$ cat src/afe_output_pkg.sv
/*
 * Constants for the output format, line sync pulse, tri-state and
 * power-down register bank of the video digitizer output stage.
 * Assumes one 10 MHz clock and a plain register port with 8-bit data.
 */
package afe_output_pkg;

	// Register offsets
	localparam logic [7:0] LOCK_EDGE_OFFSET = 8'h23;
	localparam logic [7:0] COLOR_FORMAT_OFFSET = 8'h28;
	localparam logic [7:0] OUTPUT_PIN_FORMAT_OFFSET = 8'h29;
	localparam logic [7:0] LINE_SYNC_OUT_WIDTH_OFFSET = 8'h2a;
	localparam logic [7:0] OUTPUT_TRISTATE_CONTROL_OFFSET = 8'h2b;
	localparam logic [7:0] POWER_DOWN_CONTROL_OFFSET = 8'h2c;
	localparam logic [7:0] BLOCK_STATUS_OFFSET = 8'h3f;

	// Reset values
	localparam logic [7:0] OUTPUT_PIN_FORMAT_RESET = 8'h00;
	localparam logic [7:0] LINE_SYNC_OUT_WIDTH_RESET = 8'h10;
	localparam logic [7:0] OUTPUT_TRISTATE_CONTROL_RESET = 8'hff;
	localparam logic [7:0] POWER_DOWN_CONTROL_RESET = 8'h00;
	localparam logic [7:0] READ_ZERO = 8'h00;

	// Output pin format fields
	localparam int FMT_DATA_RISING = 0;
	localparam int FMT_FIELD_INVERT = 1;
	localparam int FMT_BLANK_PROTECTED = 2;
	localparam int FMT_SYNC_ACTIVE_LOW = 3;
	localparam int FMT_SYNC_TRAIL_LOCK = 4;
	localparam int FMT_XTAL_HALF = 5;
	localparam int FMT_XTAL_ENABLE = 6;

	// Fields of the borrowed configuration registers
	localparam int LOCK_EDGE_LEADING_BIT = 0;
	localparam int COLOR_CONVERT_BIT = 6;

	// Tri-state groups
	localparam int TRI_RED = 0;
	localparam int TRI_GREEN = 1;
	localparam int TRI_BLUE = 2;
	localparam int TRI_SYNC = 3;
	localparam int TRI_PIXEL_CLOCK = 4;
	localparam int TRI_PIXEL_CLOCK_INV = 5;
	localparam int TRI_DATA_VALID = 6;
	localparam int TRI_FIELD = 7;

	// Power fields
	localparam int PWR_ADC_MSB = 2;
	localparam int PWR_PLL = 3;

	// Status fields
	localparam int STAT_BLANKING = 0;
	localparam int STAT_PULSE = 1;
	localparam int STAT_TRACKING = 2;

	// Data channels; green carries luma in YUV
	localparam int CHANNELS = 3;
	localparam int CH_GREEN = 1;
	localparam logic [7:0] BLANK_ZERO = 8'h00;
	localparam logic [7:0] BLANK_MID = 8'h80;

	// Pixel counter
	localparam int COUNT_WIDTH = 16;
	localparam logic [COUNT_WIDTH-1:0] COUNT_MAX = 16'hffff;
	localparam logic [COUNT_WIDTH-1:0] COUNT_ONE = 16'h0001;

	// Line sync generator states
	typedef enum logic [1:0] {
		SYNC_WAIT = 2'b01,
		SYNC_TRACK = 2'b10
	} sync_state_e;

endpackage

$ cat src/afe_output_power_control.sv
/*
 * Output stage of the video digitizer: register bank, pixel clock and
 * data launch, copy-protection blanking, line sync pulse generator,
 * crystal clock output, tri-state enables and power-down controls.
 * Assumes all inputs are synchronous to clk and the register master
 * issues one-cycle strobes; read data follows one cycle later.
 */
`timescale 1ns/10ps
module afe_output_power_control import afe_output_pkg::*; (
	input wire logic clk,
	input wire logic rst,
	input wire logic [7:0] reg_addr,
	input wire logic [7:0] reg_wdata,
	input wire logic reg_wr,
	input wire logic reg_rd,
	output logic [7:0] reg_rdata,
	input wire logic [7:0] red_in,
	input wire logic [7:0] green_in,
	input wire logic [7:0] blue_in,
	input wire logic data_valid_in,
	input wire logic field_even_in,
	input wire logic line_sync_in,
	input wire logic frame_sync_in,
	input wire logic copy_protect_detected,
	output logic [7:0] red_out,
	output logic red_oe,
	output logic [7:0] green_out,
	output logic green_oe,
	output logic [7:0] blue_out,
	output logic blue_oe,
	output logic line_sync_pulse_out,
	output logic raw_line_sync_out,
	output logic frame_sync_out,
	output logic sync_oe,
	output logic pixel_clock_out,
	output logic pixel_clock_oe,
	output logic pixel_clock_out_inverted,
	output logic pixel_clock_inverted_oe,
	output logic data_valid_out,
	output logic data_valid_oe,
	output logic field_out,
	output logic field_oe,
	output logic crystal_clock_out,
	output logic [2:0] adc_power_down,
	output logic pll_power_down
);

	// Blanking code for one channel
	function automatic logic [7:0] blank_code(input int ch, input logic yuv);
		logic [7:0] code;
		code = BLANK_ZERO;
		if (yuv && ch != CH_GREEN) begin
			code = BLANK_MID;
		end
		return code;
	endfunction

	logic [7:0] format_reg, format_next;
	logic [7:0] width_reg, width_next;
	logic [7:0] tristate_reg, tristate_next;
	logic [7:0] power_reg, power_next;
	logic lock_leading_reg, lock_leading_next;
	logic color_convert_reg, color_convert_next;
	logic [7:0] rdata_reg, rdata_next;
	logic [7:0] oe_reg, oe_next;
	logic pclk_reg, pclk_next;
	logic pclk_inv_reg, pclk_inv_next;
	logic pixel_tick;
	logic blanking;
	logic [7:0] chan_in [CHANNELS];
	logic [7:0] chan_reg [CHANNELS];
	logic [7:0] chan_next [CHANNELS];
	logic valid_reg, valid_next;
	logic field_reg, field_next;
	logic raw_sync_reg, raw_sync_next;
	logic frame_sync_reg, frame_sync_next;
	logic xdiv_reg, xdiv_next;
	logic xclk_reg, xclk_next;
	sync_state_e state_reg, state_next;
	logic sync_prev_reg, sync_prev_next;
	logic [COUNT_WIDTH-1:0] count_reg, count_next;
	logic [COUNT_WIDTH-1:0] line_len_reg, line_len_next;
	logic pulse_reg, pulse_next;
	logic active_reg, active_next;
	logic lock_edge;
	logic [COUNT_WIDTH:0] end_sum;

	// Register writes and registered read data
	always_comb begin
		format_next = format_reg;
		width_next = width_reg;
		tristate_next = tristate_reg;
		power_next = power_reg;
		lock_leading_next = lock_leading_reg;
		color_convert_next = color_convert_reg;
		rdata_next = READ_ZERO;
		if (reg_wr) begin
			case (reg_addr)
				LOCK_EDGE_OFFSET: lock_leading_next = reg_wdata[LOCK_EDGE_LEADING_BIT];
				COLOR_FORMAT_OFFSET: color_convert_next = reg_wdata[COLOR_CONVERT_BIT];
				OUTPUT_PIN_FORMAT_OFFSET: format_next = reg_wdata;
				LINE_SYNC_OUT_WIDTH_OFFSET: width_next = reg_wdata;
				OUTPUT_TRISTATE_CONTROL_OFFSET: tristate_next = reg_wdata;
				POWER_DOWN_CONTROL_OFFSET: power_next = reg_wdata;
				default: ;
			endcase
		end
		if (reg_rd) begin
			case (reg_addr)
				LOCK_EDGE_OFFSET: rdata_next[LOCK_EDGE_LEADING_BIT] = lock_leading_reg;
				COLOR_FORMAT_OFFSET: rdata_next[COLOR_CONVERT_BIT] = color_convert_reg;
				OUTPUT_PIN_FORMAT_OFFSET: rdata_next = format_reg;
				LINE_SYNC_OUT_WIDTH_OFFSET: rdata_next = width_reg;
				OUTPUT_TRISTATE_CONTROL_OFFSET: rdata_next = tristate_reg;
				POWER_DOWN_CONTROL_OFFSET: rdata_next = power_reg;
				BLOCK_STATUS_OFFSET: begin
					rdata_next[STAT_BLANKING] = blanking;
					rdata_next[STAT_PULSE] = active_reg;
					rdata_next[STAT_TRACKING] = (state_reg == SYNC_TRACK);
				end
				default: rdata_next = READ_ZERO;
			endcase
		end
		oe_next = ~tristate_next;
	end

	// Register storage
	always_ff @(posedge clk) begin
		if (rst) begin
			format_reg <= OUTPUT_PIN_FORMAT_RESET;
			width_reg <= LINE_SYNC_OUT_WIDTH_RESET;
			tristate_reg <= OUTPUT_TRISTATE_CONTROL_RESET;
			oe_reg <= ~OUTPUT_TRISTATE_CONTROL_RESET;
			power_reg <= POWER_DOWN_CONTROL_RESET;
			lock_leading_reg <= 1'b0;
			color_convert_reg <= 1'b0;
			rdata_reg <= READ_ZERO;
		end else begin
			format_reg <= format_next;
			width_reg <= width_next;
			tristate_reg <= tristate_next;
			oe_reg <= oe_next;
			power_reg <= power_next;
			lock_leading_reg <= lock_leading_next;
			color_convert_reg <= color_convert_next;
			rdata_reg <= rdata_next;
		end
	end

	// Pixel clock at half of clk; data launches on the chosen edge
	always_comb begin
		pclk_next = ~pclk_reg;
		pclk_inv_next = pclk_reg;
		pixel_tick = (pclk_next == format_reg[FMT_DATA_RISING]);
		blanking = format_reg[FMT_BLANK_PROTECTED] && copy_protect_detected;
		valid_next = pixel_tick ? data_valid_in : valid_reg;
		field_next = pixel_tick ? (field_even_in ^ format_reg[FMT_FIELD_INVERT]) : field_reg;
		raw_sync_next = pixel_tick ? line_sync_in : raw_sync_reg;
		frame_sync_next = pixel_tick ? frame_sync_in : frame_sync_reg;
	end

	always_ff @(posedge clk) begin
		if (rst) begin
			pclk_reg <= 1'b0;
			pclk_inv_reg <= 1'b1;
			valid_reg <= 1'b0;
			field_reg <= 1'b0;
			raw_sync_reg <= 1'b0;
			frame_sync_reg <= 1'b0;
		end else begin
			pclk_reg <= pclk_next;
			pclk_inv_reg <= pclk_inv_next;
			valid_reg <= valid_next;
			field_reg <= field_next;
			raw_sync_reg <= raw_sync_next;
			frame_sync_reg <= frame_sync_next;
		end
	end

	assign chan_in[0] = red_in;
	assign chan_in[1] = green_in;
	assign chan_in[2] = blue_in;

	// Per-channel data launch with blanking
	for (genvar ch = 0; ch < CHANNELS; ch++) begin : g_chan
		always_comb begin
			chan_next[ch] = chan_reg[ch];
			if (pixel_tick) begin
				chan_next[ch] = blanking ? blank_code(ch, color_convert_reg) : chan_in[ch];
			end
		end

		always_ff @(posedge clk) begin
			if (rst) begin
				chan_reg[ch] <= BLANK_ZERO;
			end else begin
				chan_reg[ch] <= chan_next[ch];
			end
		end
	end

	// Crystal clock output, gated and optionally halved
	always_comb begin
		xdiv_next = ~xdiv_reg;
		xclk_next = xclk_reg;
		if (!format_reg[FMT_XTAL_ENABLE]) begin
			xclk_next = 1'b0;
		end else if (!format_reg[FMT_XTAL_HALF] || xdiv_reg) begin
			xclk_next = ~xclk_reg;
		end
	end

	always_ff @(posedge clk) begin
		if (rst) begin
			xdiv_reg <= 1'b0;
			xclk_reg <= 1'b0;
		end else begin
			xdiv_reg <= xdiv_next;
			xclk_reg <= xclk_next;
		end
	end

	// Line sync pulse: pixel counter restarted on each lock edge
	always_comb begin
		sync_prev_next = line_sync_in;
		lock_edge = lock_leading_reg ? (line_sync_in && !sync_prev_reg) : (!line_sync_in && sync_prev_reg);
		state_next = state_reg;
		count_next = count_reg;
		line_len_next = line_len_reg;
		if (lock_edge) begin
			state_next = SYNC_TRACK;
			count_next = '0;
			if (state_reg == SYNC_TRACK) begin
				line_len_next = count_reg;
			end
		end else if (pixel_tick && count_reg != COUNT_MAX) begin
			count_next = count_reg + COUNT_ONE;
		end
		end_sum = {1'b0, count_next} + (COUNT_WIDTH+1)'(width_reg);
		case (state_next)
			SYNC_WAIT: active_next = 1'b0;
			SYNC_TRACK: begin
				if (!format_reg[FMT_SYNC_TRAIL_LOCK]) begin
					// Opens only at a lock edge, so a width write mid-line cannot start a pulse
					active_next = (lock_edge || active_reg)
						&& (count_next < COUNT_WIDTH'(width_reg));
				end else begin
					active_next = (width_reg != '0) && (line_len_next != '0)
						&& (end_sum >= {1'b0, line_len_next});
				end
			end
			default: active_next = 1'b0;
		endcase
		pulse_next = active_next ^ format_reg[FMT_SYNC_ACTIVE_LOW];
	end

	always_ff @(posedge clk) begin
		if (rst) begin
			state_reg <= SYNC_WAIT;
			sync_prev_reg <= 1'b0;
			count_reg <= '0;
			line_len_reg <= '0;
			active_reg <= 1'b0;
			pulse_reg <= 1'b0;
		end else begin
			state_reg <= state_next;
			sync_prev_reg <= sync_prev_next;
			count_reg <= count_next;
			line_len_reg <= line_len_next;
			active_reg <= active_next;
			pulse_reg <= pulse_next;
		end
	end

	// Outputs straight from flip-flops
	assign reg_rdata = rdata_reg;
	assign red_out = chan_reg[0];
	assign green_out = chan_reg[1];
	assign blue_out = chan_reg[2];
	assign red_oe = oe_reg[TRI_RED];
	assign green_oe = oe_reg[TRI_GREEN];
	assign blue_oe = oe_reg[TRI_BLUE];
	assign sync_oe = oe_reg[TRI_SYNC];
	assign pixel_clock_oe = oe_reg[TRI_PIXEL_CLOCK];
	assign pixel_clock_inverted_oe = oe_reg[TRI_PIXEL_CLOCK_INV];
	assign data_valid_oe = oe_reg[TRI_DATA_VALID];
	assign field_oe = oe_reg[TRI_FIELD];
	assign line_sync_pulse_out = pulse_reg;
	assign raw_line_sync_out = raw_sync_reg;
	assign frame_sync_out = frame_sync_reg;
	assign pixel_clock_out = pclk_reg;
	assign pixel_clock_out_inverted = pclk_inv_reg;
	assign data_valid_out = valid_reg;
	assign field_out = field_reg;
	assign crystal_clock_out = xclk_reg;
	assign adc_power_down = power_reg[PWR_ADC_MSB:0];
	assign pll_power_down = power_reg[PWR_PLL];

endmodule

$ cat config.mk
export PLATFORM = sky130hd
export DESIGN_NAME = afe_output_power_control
export DESIGN_NICKNAME = d
export VERILOG_FILES = /design/src/afe_output_pkg.sv /design/src/afe_output_power_control.sv
export SDC_FILE = /design/constraint.sdc
export NUM_CORES = 1
export LEC_CHECK = 0
export BUFFER_PORTS_ARGS = -buffer_cell sky130_fd_sc_hd__buf_2
export CORE_MARGIN = 2
export CORE_UTILIZATION = 60
export CTS_CLUSTER_SIZE = 10
export DETAILED_ROUTE_END_ITERATION = 12
export GPL_ROUTABILITY_DRIVEN = 0
export PLACE_DENSITY_LB_ADDON = 0.15
export SLEW_MARGIN = 10
export SYNTH_ARGS = -nofsm -noshare
export SYNTH_HDL_FRONTEND = slang
export SYNTH_SLANG_ARGS = --single-unit
export TNS_END_PERCENT = 100
$ cat constraint.sdc
create_clock -name clk -period 10.6 [get_ports clk]
set_input_delay 1.59 -clock clk [delete_from_list [all_inputs] [get_ports clk]]
set_output_delay 1.59 -clock clk [all_outputs]
set_load 0.01 [all_outputs]
# After elaboration in Yosys (flattened, before gate mapping)
# Memories as Yosys holds them, arrays and structs flattened.
# Index checks and enable logic that the tools add are counted.
classes:
  n_lt_le_gt_ge: 2
  n_reduce_logical: 21
  n_eq_ne: 11
  addsub: 2
  mux: 28
  bitwise: 11
op_table:
  columns: ["cell", "count"]
  rows:
  - ["$mux 8", 12]
  - ["$mux 16", 4]
  - ["$eq 8x6->1 const B", 7]
  - ["$add 16x8->17", 1]
  - ["$ge 17x16->1", 1]
  - ["$add 16x1->16 const B", 1]
  - ["$lt 16x8->1", 1]
  - ["$ne 16x16->1 const B", 1]
  - ["$reduce_bool 16->1", 1]
  - ["$pmux 3 s4", 1]
  - ["$pmux 2 s5", 1]
  - ["$reduce_and 2->1", 5]
  - ["$not 8->8", 1]
  - ["$reduce_bool 8->1", 1]
  - ["$logic_and 1x1->1", 7]
  - ["$mux 1", 6]
  - ["$pmux 1 s6", 1]
  - ["$not 1->1", 5]
  - ["$pmux 1 s5", 1]
  - ["$eq 2x2->1 const B", 2]
  - ["$pmux 1 s4", 1]
  - ["$reduce_or 2->1", 2]
  - ["$logic_not 1->1", 3]
  - ["$or 1x1->1", 3]
  - ["other kinds (4)", 6]
word_totals:
  register_bits: 95
  ram_bits: 24
  input_bits: 49
  output_inout_bits: 52
  n_memories: 1
mem_list:
  columns: ["name", "depth", "word_bits", "read_ports", "rd_ports_with_merged_regs", "write_ports", "line_no", "source"]
  rows:
  - ["chan_reg", 3, 8, 3, 0, 3, "afe_output_power_control.sv:71", "logic [7:0] chan_reg [CHANNELS];"]

# Longest topological paths before layout
# Gate-level depths: netlist (run 1).
depth:
  depth_word: 11
  depth_mapped: 26
  mapped_depth_nobuf: 25

# Least setup slack after synthesis (run 1)
# No wires, ideal clock.
synth_timing:
  kind: "input-to-reg"
  start: "input port line_sync_in"
  end: "register pulse_reg (netlist: line_sync_pulse_out)"
  arrival_ns: 5.712
  path_buffers: 2
  cell_stages: 22
  slack_ns: 4.765
  path_cell_list: "nor3b_1 or2_2 buf_2 clkbuf_1 nor2_1 ha_1 nand2b_1 a21oi_1 o21ba_2 o31ai_1 a21oi_1 or3_1 nand2_1 ha_1 nand2_1 o21ai_0 a2111oi_0 o21ai_0 o2111ai_1 a21oi_1 a211oi_2 mux2_1"
synth_between:
  elab_chain_cells: 10
synth_rtl:
  columns: ["element", "line_no", "source"]
  rows:
  - ["start, declared", "afe_output_power_control.sv:22", "input wire logic line_sync_in,"]
  - ["$logic_not 1->1", "afe_output_power_control.sv:226", "lock_edge = lock_leading_reg ? (line_sync_in && !sync_prev_reg) : (!line_sync_in && sync_prev_reg);"]
  - ["$logic_and 1x1->1", "afe_output_power_control.sv:226", null]
  - ["$mux 1 (*)", "afe_output_power_control.sv:226", null]
  - ["$mux 16 (*)", "afe_output_power_control.sv:230", "if (lock_edge) begin"]
  - ["via count_next[1]", "afe_output_power_control.sv:81", "logic [COUNT_WIDTH-1:0] count_reg, count_next;"]
  - ["$add 16x8->17", "afe_output_power_control.sv:239", "end_sum = {1'b0, count_next} + (COUNT_WIDTH+1)'(width_reg);"]
  - ["$ge 17x16->1", "afe_output_power_control.sv:249", "&& (end_sum >= {1'b0, line_len_next});"]
  - ["$logic_and 1x1->1", "afe_output_power_control.sv:249", null]
  - ["$mux 1 (*)", "afe_output_power_control.sv:243", "if (!format_reg[FMT_SYNC_TRAIL_LOCK]) begin"]
  - ["$mux 1 (*)", "afe_output_power_control.sv:240", "case (state_next)"]
  - ["$xor 1x1->1 (*)", "afe_output_power_control.sv:254", "pulse_next = active_next ^ format_reg[FMT_SYNC_ACTIVE_LOW];"]
  - ["end signal, assigned", "afe_output_power_control.sv:271", "pulse_reg <= pulse_next;"]
  - ["end, declared", "afe_output_power_control.sv:83", "logic pulse_reg, pulse_next;"]
# Mark *: on every way through the listed nets, which the timed path passes. The rest lies on a longest branch.
# A chain may end at the register's enable or synchronous reset.

# Final worst setup path (run 1)
# Ends and elaborated chain as after synthesis.

==> results of run 1 <==
==> synth_stat cells (all sizes together) (2+ instances only) <==
cell type,count
a22oi,12
nor3b,7
a2111oi,3
mux2i,18
dfxtp,119
nor2b,9
xnor2,12
nor4,10
a21oi,71
nand4,11
a211o,3
inv,20
nand2b,8
and4b,3
nand3b,7
nand2,96
and3b,7
clkbuf,30
nor4bb,2
mux2,2
buf,9
xor2,19
a222oi,3
ha,33
nand3,58
and3,5
and4,4
nor3,21
o211ai,3
a21o,2
o2111ai,3
nor2,64
o21ai,15
a31oi,3
or2,3
and2,8
o31ai,2
a211oi,2
==> power by group through the flow <==
stage / clock network (mW) / logic (mW) / registers [mW]
after CTS: 0.611 / 0.0627 / 0.462
after global placement: 0 / 0.0606 / 0.471
after global routing: 0.634 / 0.0700 / 0.463
final: 0.607 / 0.0630 / 0.462
after detailed placement: 0 / 0.0624 / 0.471
after floorplan: 0 / 0.0328 / 0.474
==> critical path, delay by kind of cell <==
kind                     cells  cell delay (ps)
AO/OA/AOI/OAI                9             1870
AND/OR/NAND/NOR              7             1540
adder cells (fa/ha/maj)      2              590
multiplexers                 1              370
XOR/XNOR                     1              190
buffers and inverters        1              160
==> metal layers <==
layer | part of all wire, % | vias up | GRT usage [%]
met5 | 0 | - | 0
met4 | 2.3 | 0 | 11.5
met3 | 7.6 | 35 | 7.05
met2 | 46 | 254 | 45.1
met1 | 44 | 2610 | 38.3
li1 | - | 2700 | -
==> path summary, 6_finish.rpt <==
path | startpoint | to | slack (ps) | cells past startpoint
setup / recovery | line_sync_in | line_sync_pulse_out | 4690 | 21
hold reg to reg | xdiv_reg | xdiv_reg | 400 | 1
setup reg to reg | count_reg[6] | line_sync_pulse_out | 5210 | 23
hold / removal | xdiv_reg | xdiv_reg | 400 | 1
==> layout make-up <==
type	instances	area [um^2]
Inverter	20	75.1
Timing Repair Buffer	105	541
Clock buffer	18	428
Clock inverter	14	196
Fill cell	759	2570
Tap cell	133	166
Multi-Input combinational cell	539	3370
Sequential cell	119	2380
==> metrics by stage <==
stage               power (mW)  hold WS, ps  util (%)  setup WS, ps
global placement         0.532          394      67.1          4400
detailed placement       0.534          396      67.1          4290
finish                    1.13          401      73.5          4690
global route              1.17          407      73.5          4220
CTS                       1.14          405      73.5          4770
floorplan                0.507          383         -          4760
==> kinds of logic after synthesis <==
| group | count (synthesis) |
|---|---|
| AOI/OAI and AO/OA | 129 |
| xor gates and xnor gates | 31 |
| adders and majority gates | 34 |
| buffers and inverters | 59 |
| DFF | 119 |
| muxes | 21 |
| and+or+nand+nor | 324 |
==> results.sh, run 1 <==
export IMPL_leakagePower_nw=3.14
export IMPL_crit_slowest_cell="or2_2"
export IMPL_p_sw_share_pct=23.1
export IMPL_grt_pass1_wl_um=25400
export IMPL_critPathMaxStageDelay_ps=560
export IMPL_arrival_ps=6320
export IMPL_dp_cells=916
export IMPL_root_buffer="clkbuf_8"
export IMPL_crit_path_cell_trace="buf_2 -> nor3b_1 -> or2_2 -> nor2_1 -> ha_1 -> nand2b_1 -> a21oi_1 -> o21ba_2 -> o31ai_1 -> a2111oi_4 -> nand2_1 -> xnor2_1 -> ha_1 -> nand2_1 -> nor2_1 -> a2111oi_0 -> o21ai_0 -> o2111ai_1 -> a21oi_1 -> a211oi_2 -> mux2_1"
export IMPL_seqPwrFrac_pct=40.8
export IMPL_synth_adder_area_share_pct=7.24
export IMPL_clock_skew_ps=7.64
export IMPL_ir_drop_v=0.000106
export IMPL_drc=0
export IMPL_drt_iter0_drc=481
export IMPL_cts_tree="done"
export IMPL_slew_violations=0
export IMPL_drive_above_1_share_pct=18.5
export IMPL_path_clk_slew_ps=60
export IMPL_numCtsBuffers=17
export IMPL_vias=5599
export IMPL_tightestPinTransition_ps=1110
export IMPL_synth_avg_cell_area_um2=8.34
export IMPL_period_needed_ps=5910
export IMPL_post_cts_resized=0
export IMPL_hold_violations=0
export IMPL_io_pins=101
export IMPL_synth_simple_area_share_pct=27.0
export IMPL_cts_setup_buffers=0
export IMPL_p_comb_share_pct=5.6
export IMPL_clock_latency_ps=530
export IMPL_tns_ps=0
export IMPL_grt_max_degree=112
export IMPL_cap_violations=0
export IMPL_synth_mux_area_share_pct=3.83
export IMPL_synth_top_cell_area_share_pct=39.8
export IMPL_setup_viol=0
export IMPL_rows=36
export IMPL_start_kind="input pin"
export IMPL_required_ps=11010
export IMPL_postRouteAntennaNets=0
export IMPL_die_area_mm2=0.0108
export IMPL_synth_area_leaders="dfxtp_1 40%, ha_1 6.9%, nand2_1 6.0%"
export IMPL_final_area_mm2=0.00715
export IMPL_intPower_uw=871
export IMPL_rsz0062_at_grt="false"
export IMPL_start_util_pct=61.5
export IMPL_synth_top_flop_cell="dfxtp_1"
export IMPL_core_area_mm2=0.00973
export IMPL_diodes=0
export IMPL_synth_top_family_by_area="simple AND/OR/NAND/NOR gates"
export IMPL_place_area_mm2=0.00653
export IMPL_die_x_um=104
export IMPL_syn_to_final_growth_pct=19.6
export IMPL_grt_usage_pct=28.8
export IMPL_crit_path_end_kind="flop"
export IMPL_async_reset_ff_share_pct=0
export IMPL_switchingPower_uw=262
export IMPL_period_share_pct=55.8
export IMPL_grt_pass1_vias=5310
export IMPL_ys_seq_elements=119
export IMPL_nets=885
export IMPL_synth_area_mm2=0.00598
export IMPL_max_slew_margin_pct=26.2
export IMPL_clockBufferDepth=2
export IMPL_largest_reg_flops=24
export IMPL_ctsHoldBuffers=0
export IMPL_worstPathMaxFanout=29
export IMPL_syn_num_nets=800
export IMPL_final_common_cell="dfxtp_1"
export IMPL_layout_cells_non_filler=948
export IMPL_ys_types=61
export IMPL_drtPass1Iterations=6
export IMPL_io_buffers=100
export IMPL_yosysTopAreaCell="dfxtp_1"
export IMPL_p_per_area_mw_per_mm2=158
export IMPL_hold_path_class="flop to flop"
export IMPL_synth_edf_count=0
export IMPL_crit_type="input pin to flop"
export IMPL_status="completed"
export IMPL_antenna_found_initial=0
export IMPL_viasPerCell=5.91
export IMPL_fmax_ghz=0.169
export IMPL_synthCells=717
export IMPL_dp_hpwl_um=10600
export IMPL_routed_wl_um=15400
export IMPL_wl_per_cell_um=16.2
export IMPL_cts_sinks=119
export IMPL_ys_warn_count=0
export IMPL_p_clk_share_pct=53.6
export IMPL_layout_common_cells="119 x dfxtp_1, 99 x buf_2, 96 x nand2_1"
export IMPL_synth_xor_area_share_pct=4.67
export IMPL_grt_ovfl_total=0
export IMPL_synth_compound_area_share_pct=13.5
export IMPL_die_h_um=104
export IMPL_htreeDepth=4
export IMPL_seq_area_frac_synth_pct=39.8
(Power assumes the default switching activity.)
==> inputs of run 2 (changes only) <==
ABC_AREA = 1   (was not set)
CORE_UTILIZATION = 57   (was 60)
clock period = 5.9 ns   (was 10.6 ns; I/O delays follow)
==> results.sh, run 2 <==
export IMPL_clock_skew_ps=4.50
export IMPL_die_h_um=109
export IMPL_wl_per_cell_um=15.3
export IMPL_postRouteAntennaNets=0
export IMPL_grt_ovfl_total=0
export IMPL_grt_pass1_vias=5633
export IMPL_arrival_ps=5530
export IMPL_synthCells=849
export IMPL_core_area_mm2=0.0107
export IMPL_die_x_um=109
export IMPL_p_sw_share_pct=25.3
export IMPL_yosysTopAreaCell="dfxtp_1"
export IMPL_required_ps=6320
export IMPL_grt_usage_pct=29.4
export IMPL_period_needed_ps=5100
export IMPL_die_area_mm2=0.0118
export IMPL_fmax_ghz=0.196
export IMPL_cts_tree="done"
export IMPL_cts_setup_buffers=0
export IMPL_viasPerCell=5.51
export IMPL_start_util_pct=58.1
export IMPL_crit_path_frequent_cell="nand2_1"
export IMPL_post_cts_resized=0
export IMPL_path_clk_slew_ps=60
export IMPL_ir_drop_v=0.000216
export IMPL_seqPwrFrac_pct=41.6
export IMPL_setup_viol=0
export IMPL_rsz0062_at_grt="false"
export IMPL_syn_num_nets=932
export IMPL_cap_violations=0
export IMPL_worstHoldStart="xdiv_reg"
export IMPL_status="completed"
export IMPL_synth_area_leaders="dfxtp_1 38%, nand2_1 8.4%, nor2_1 6.7%"
export IMPL_worstReg2RegStart="format_reg[0]"
export IMPL_diodes=0
export IMPL_reg2reg_depth=34
export IMPL_largest_reg_flops=24
export IMPL_synth_top_cell_area_share_pct=38.2
export IMPL_multi_input_area_mm2=0.00329
export IMPL_crit_path_end_kind="flop"
export IMPL_crit_slowest_cell="inv_2"
export IMPL_hold_violations=0
export IMPL_start_kind="flop"
export IMPL_ys_warn_count=0
export IMPL_p_comb_share_pct=9.3
export IMPL_cts_sinks=119
export IMPL_fill_cells=940
export IMPL_whs_endpoint="xdiv_reg"
export IMPL_ys_seq_elements=119
export IMPL_io_pins=101
export IMPL_seqCellArea_mm2=0.00238
export IMPL_max_slew_margin_pct=43.0
export IMPL_period_share_pct=86.5
export IMPL_grt_max_degree=49
export IMPL_root_buffer="clkbuf_8"
export IMPL_clockBufferDepth=2
export IMPL_htreeDepth=4
export IMPL_p_per_area_mw_per_mm2=276
export IMPL_drc=0
export IMPL_synth_top_flop_cell="dfxtp_1"
export IMPL_tightestPinTransition_ps=852
export IMPL_post_route_util_pct=68.4
export IMPL_antenna_found_initial=0
export IMPL_rows=38
export IMPL_nets=1023
export IMPL_vias=6012
export IMPL_grt_pass1_wl_um=26900
export IMPL_switchingPower_uw=514
export IMPL_drtPass1Iterations=5
export IMPL_r2r_slack_ps=800
export IMPL_min_path_cells=1
export IMPL_final_common_cell="nand2_1"
export IMPL_crit_type="flop to flop"
export IMPL_p_clk_share_pct=49.1
export IMPL_hold_path_class="flop to flop"
export IMPL_synth_area_mm2=0.00624
export IMPL_drive_above_1_share_pct=19.9
export IMPL_ctsHoldBuffers=0
export IMPL_ys_types=50
export IMPL_routed_wl_um=16700
export IMPL_layout_common_cells="140 x nand2_1, 119 x dfxtp_1, 112 x nor2_1"
export IMPL_worstPathMaxFanout=37
export IMPL_synth_avg_cell_area_um2=7.35
export IMPL_clock_latency_ps=530
export IMPL_power_mw=2.03
export IMPL_dp_hpwl_um=12200
export IMPL_tns_ps=0
export IMPL_leakagePower_nw=3.51
export IMPL_seq_area_frac_synth_pct=38.2
export IMPL_async_reset_ff_share_pct=0
export IMPL_r2r_end="line_sync_pulse_out"
export IMPL_numCtsBuffers=17
export IMPL_syn_to_final_growth_pct=17.8
export IMPL_io_buffers=100
export IMPL_slew_violations=0
export IMPL_synth_most_common_cell="nand2_1"
export IMPL_synth_edf_count=0
export IMPL_drt_iter0_drc=452
export IMPL_intPower_mw=1.52
export IMPL_critPathMaxStageDelay_ps=480
export IMPL_netlist_top_cells_count="140 x nand2_1, 119 x dfxtp_1, 112 x nor2_1, 98 x inv_1, 73 x a21oi_1"
run 2: changes by cell type after synthesis, sizes merged, moves of 12 or more:
cell / delta
inv: +88
o21ai: +65
nand2: +61
nor2: +58
nand3: -19
mux2i: -18
a22oi: -12
run 2: area by class of cell:
cell class              instances  area share, %
clock buffers                  20           6.06
clock inverters                11           1.68
inverters                     108           5.55
multi-input cells             591           44.8
flip-flops and latches        119           32.4
well taps                     140           2.38
repair buffers                103           7.11
run 2: critical path, delay by kind of cell (launching register included):
kind	cells	cell delay, ps
adders and majority gates	2	610
AOI/OAI and AO/OA	5	720
DFF	1	360
and+or+nand+nor	22	2400
buffers and inverters	4	720
xor gates and xnor gates	1	160
run 2: power groups by stage:
| stage | registers [mW] | logic (mW) | clock network, mW |
|---|---|---|---|
| after floorplan | 0.865 | 0.117 | 0 |
| after global placement | 0.859 | 0.181 | 0 |
| after detailed placement | 0.860 | 0.185 | 0 |
| after CTS | 0.844 | 0.187 | 1.00 |
| after global routing | 0.846 | 0.212 | 1.05 |
| final | 0.844 | 0.188 | 0.997 |
run 2: kinds of logic (layout without fill, tap and decap cells):
kind of cell               count (synthesis)  in the layout  synth area share (%)
adders and majority gates                 34             34                  6.94
buffers and inverters                    139            242                  9.04
xor gates and xnor gates                  14             14                  1.96
AOI/OAI and AO/OA                        178            178                  16.1
and+or+nand+nor                          365            365                  27.8
DFF                                      119            119                  38.2
run 2: layer usage:
| layer | GRT usage [%] | part of all wire, % | vias to the layer above |
|---|---|---|---|
| li1 | - | - | 2968 |
| met3 | 8.85 | 8.7 | 38 |
| met4 | 11.5 | 2.4 | 0 |
| met5 | 0 | 0 | - |
| met1 | 37.8 | 43 | 2753 |
| met2 | 46.3 | 46 | 253 |
run 2: metrics by stage:
stage | hold WS (ps) | cells | area, um^2 | worst slack [ps]
2_1_floorplan | 414 | 849 | 6240 | 1540
3_3_place_gp | 423 | 1061 | 6780 | 1080
3_5_place_dp | 442 | 1061 | 6780 | 962
4_1_cts | 451 | 1092 | 7350 | 925
5_1_grt | 469 | 1092 | 7350 | 141
6_report | 454 | 1092 | 7350 | 798
run 2: how the worst max path moves through the flow:
stage | startpoint | endpoint | slack [ps] | cells past startpoint
global placement | format_reg[0] | line_sync_pulse_out | 1080 | 34
CTS | pixel_clock_out | line_sync_pulse_out | 920 | 34
finish | format_reg[0] | line_sync_pulse_out | 800 | 34
global route | format_reg[0] | line_sync_pulse_out | 140 | 34
floorplan | line_sync_in | line_sync_pulse_out | 1540 | 33
detailed placement | pixel_clock_out | line_sync_pulse_out | 960 | 34
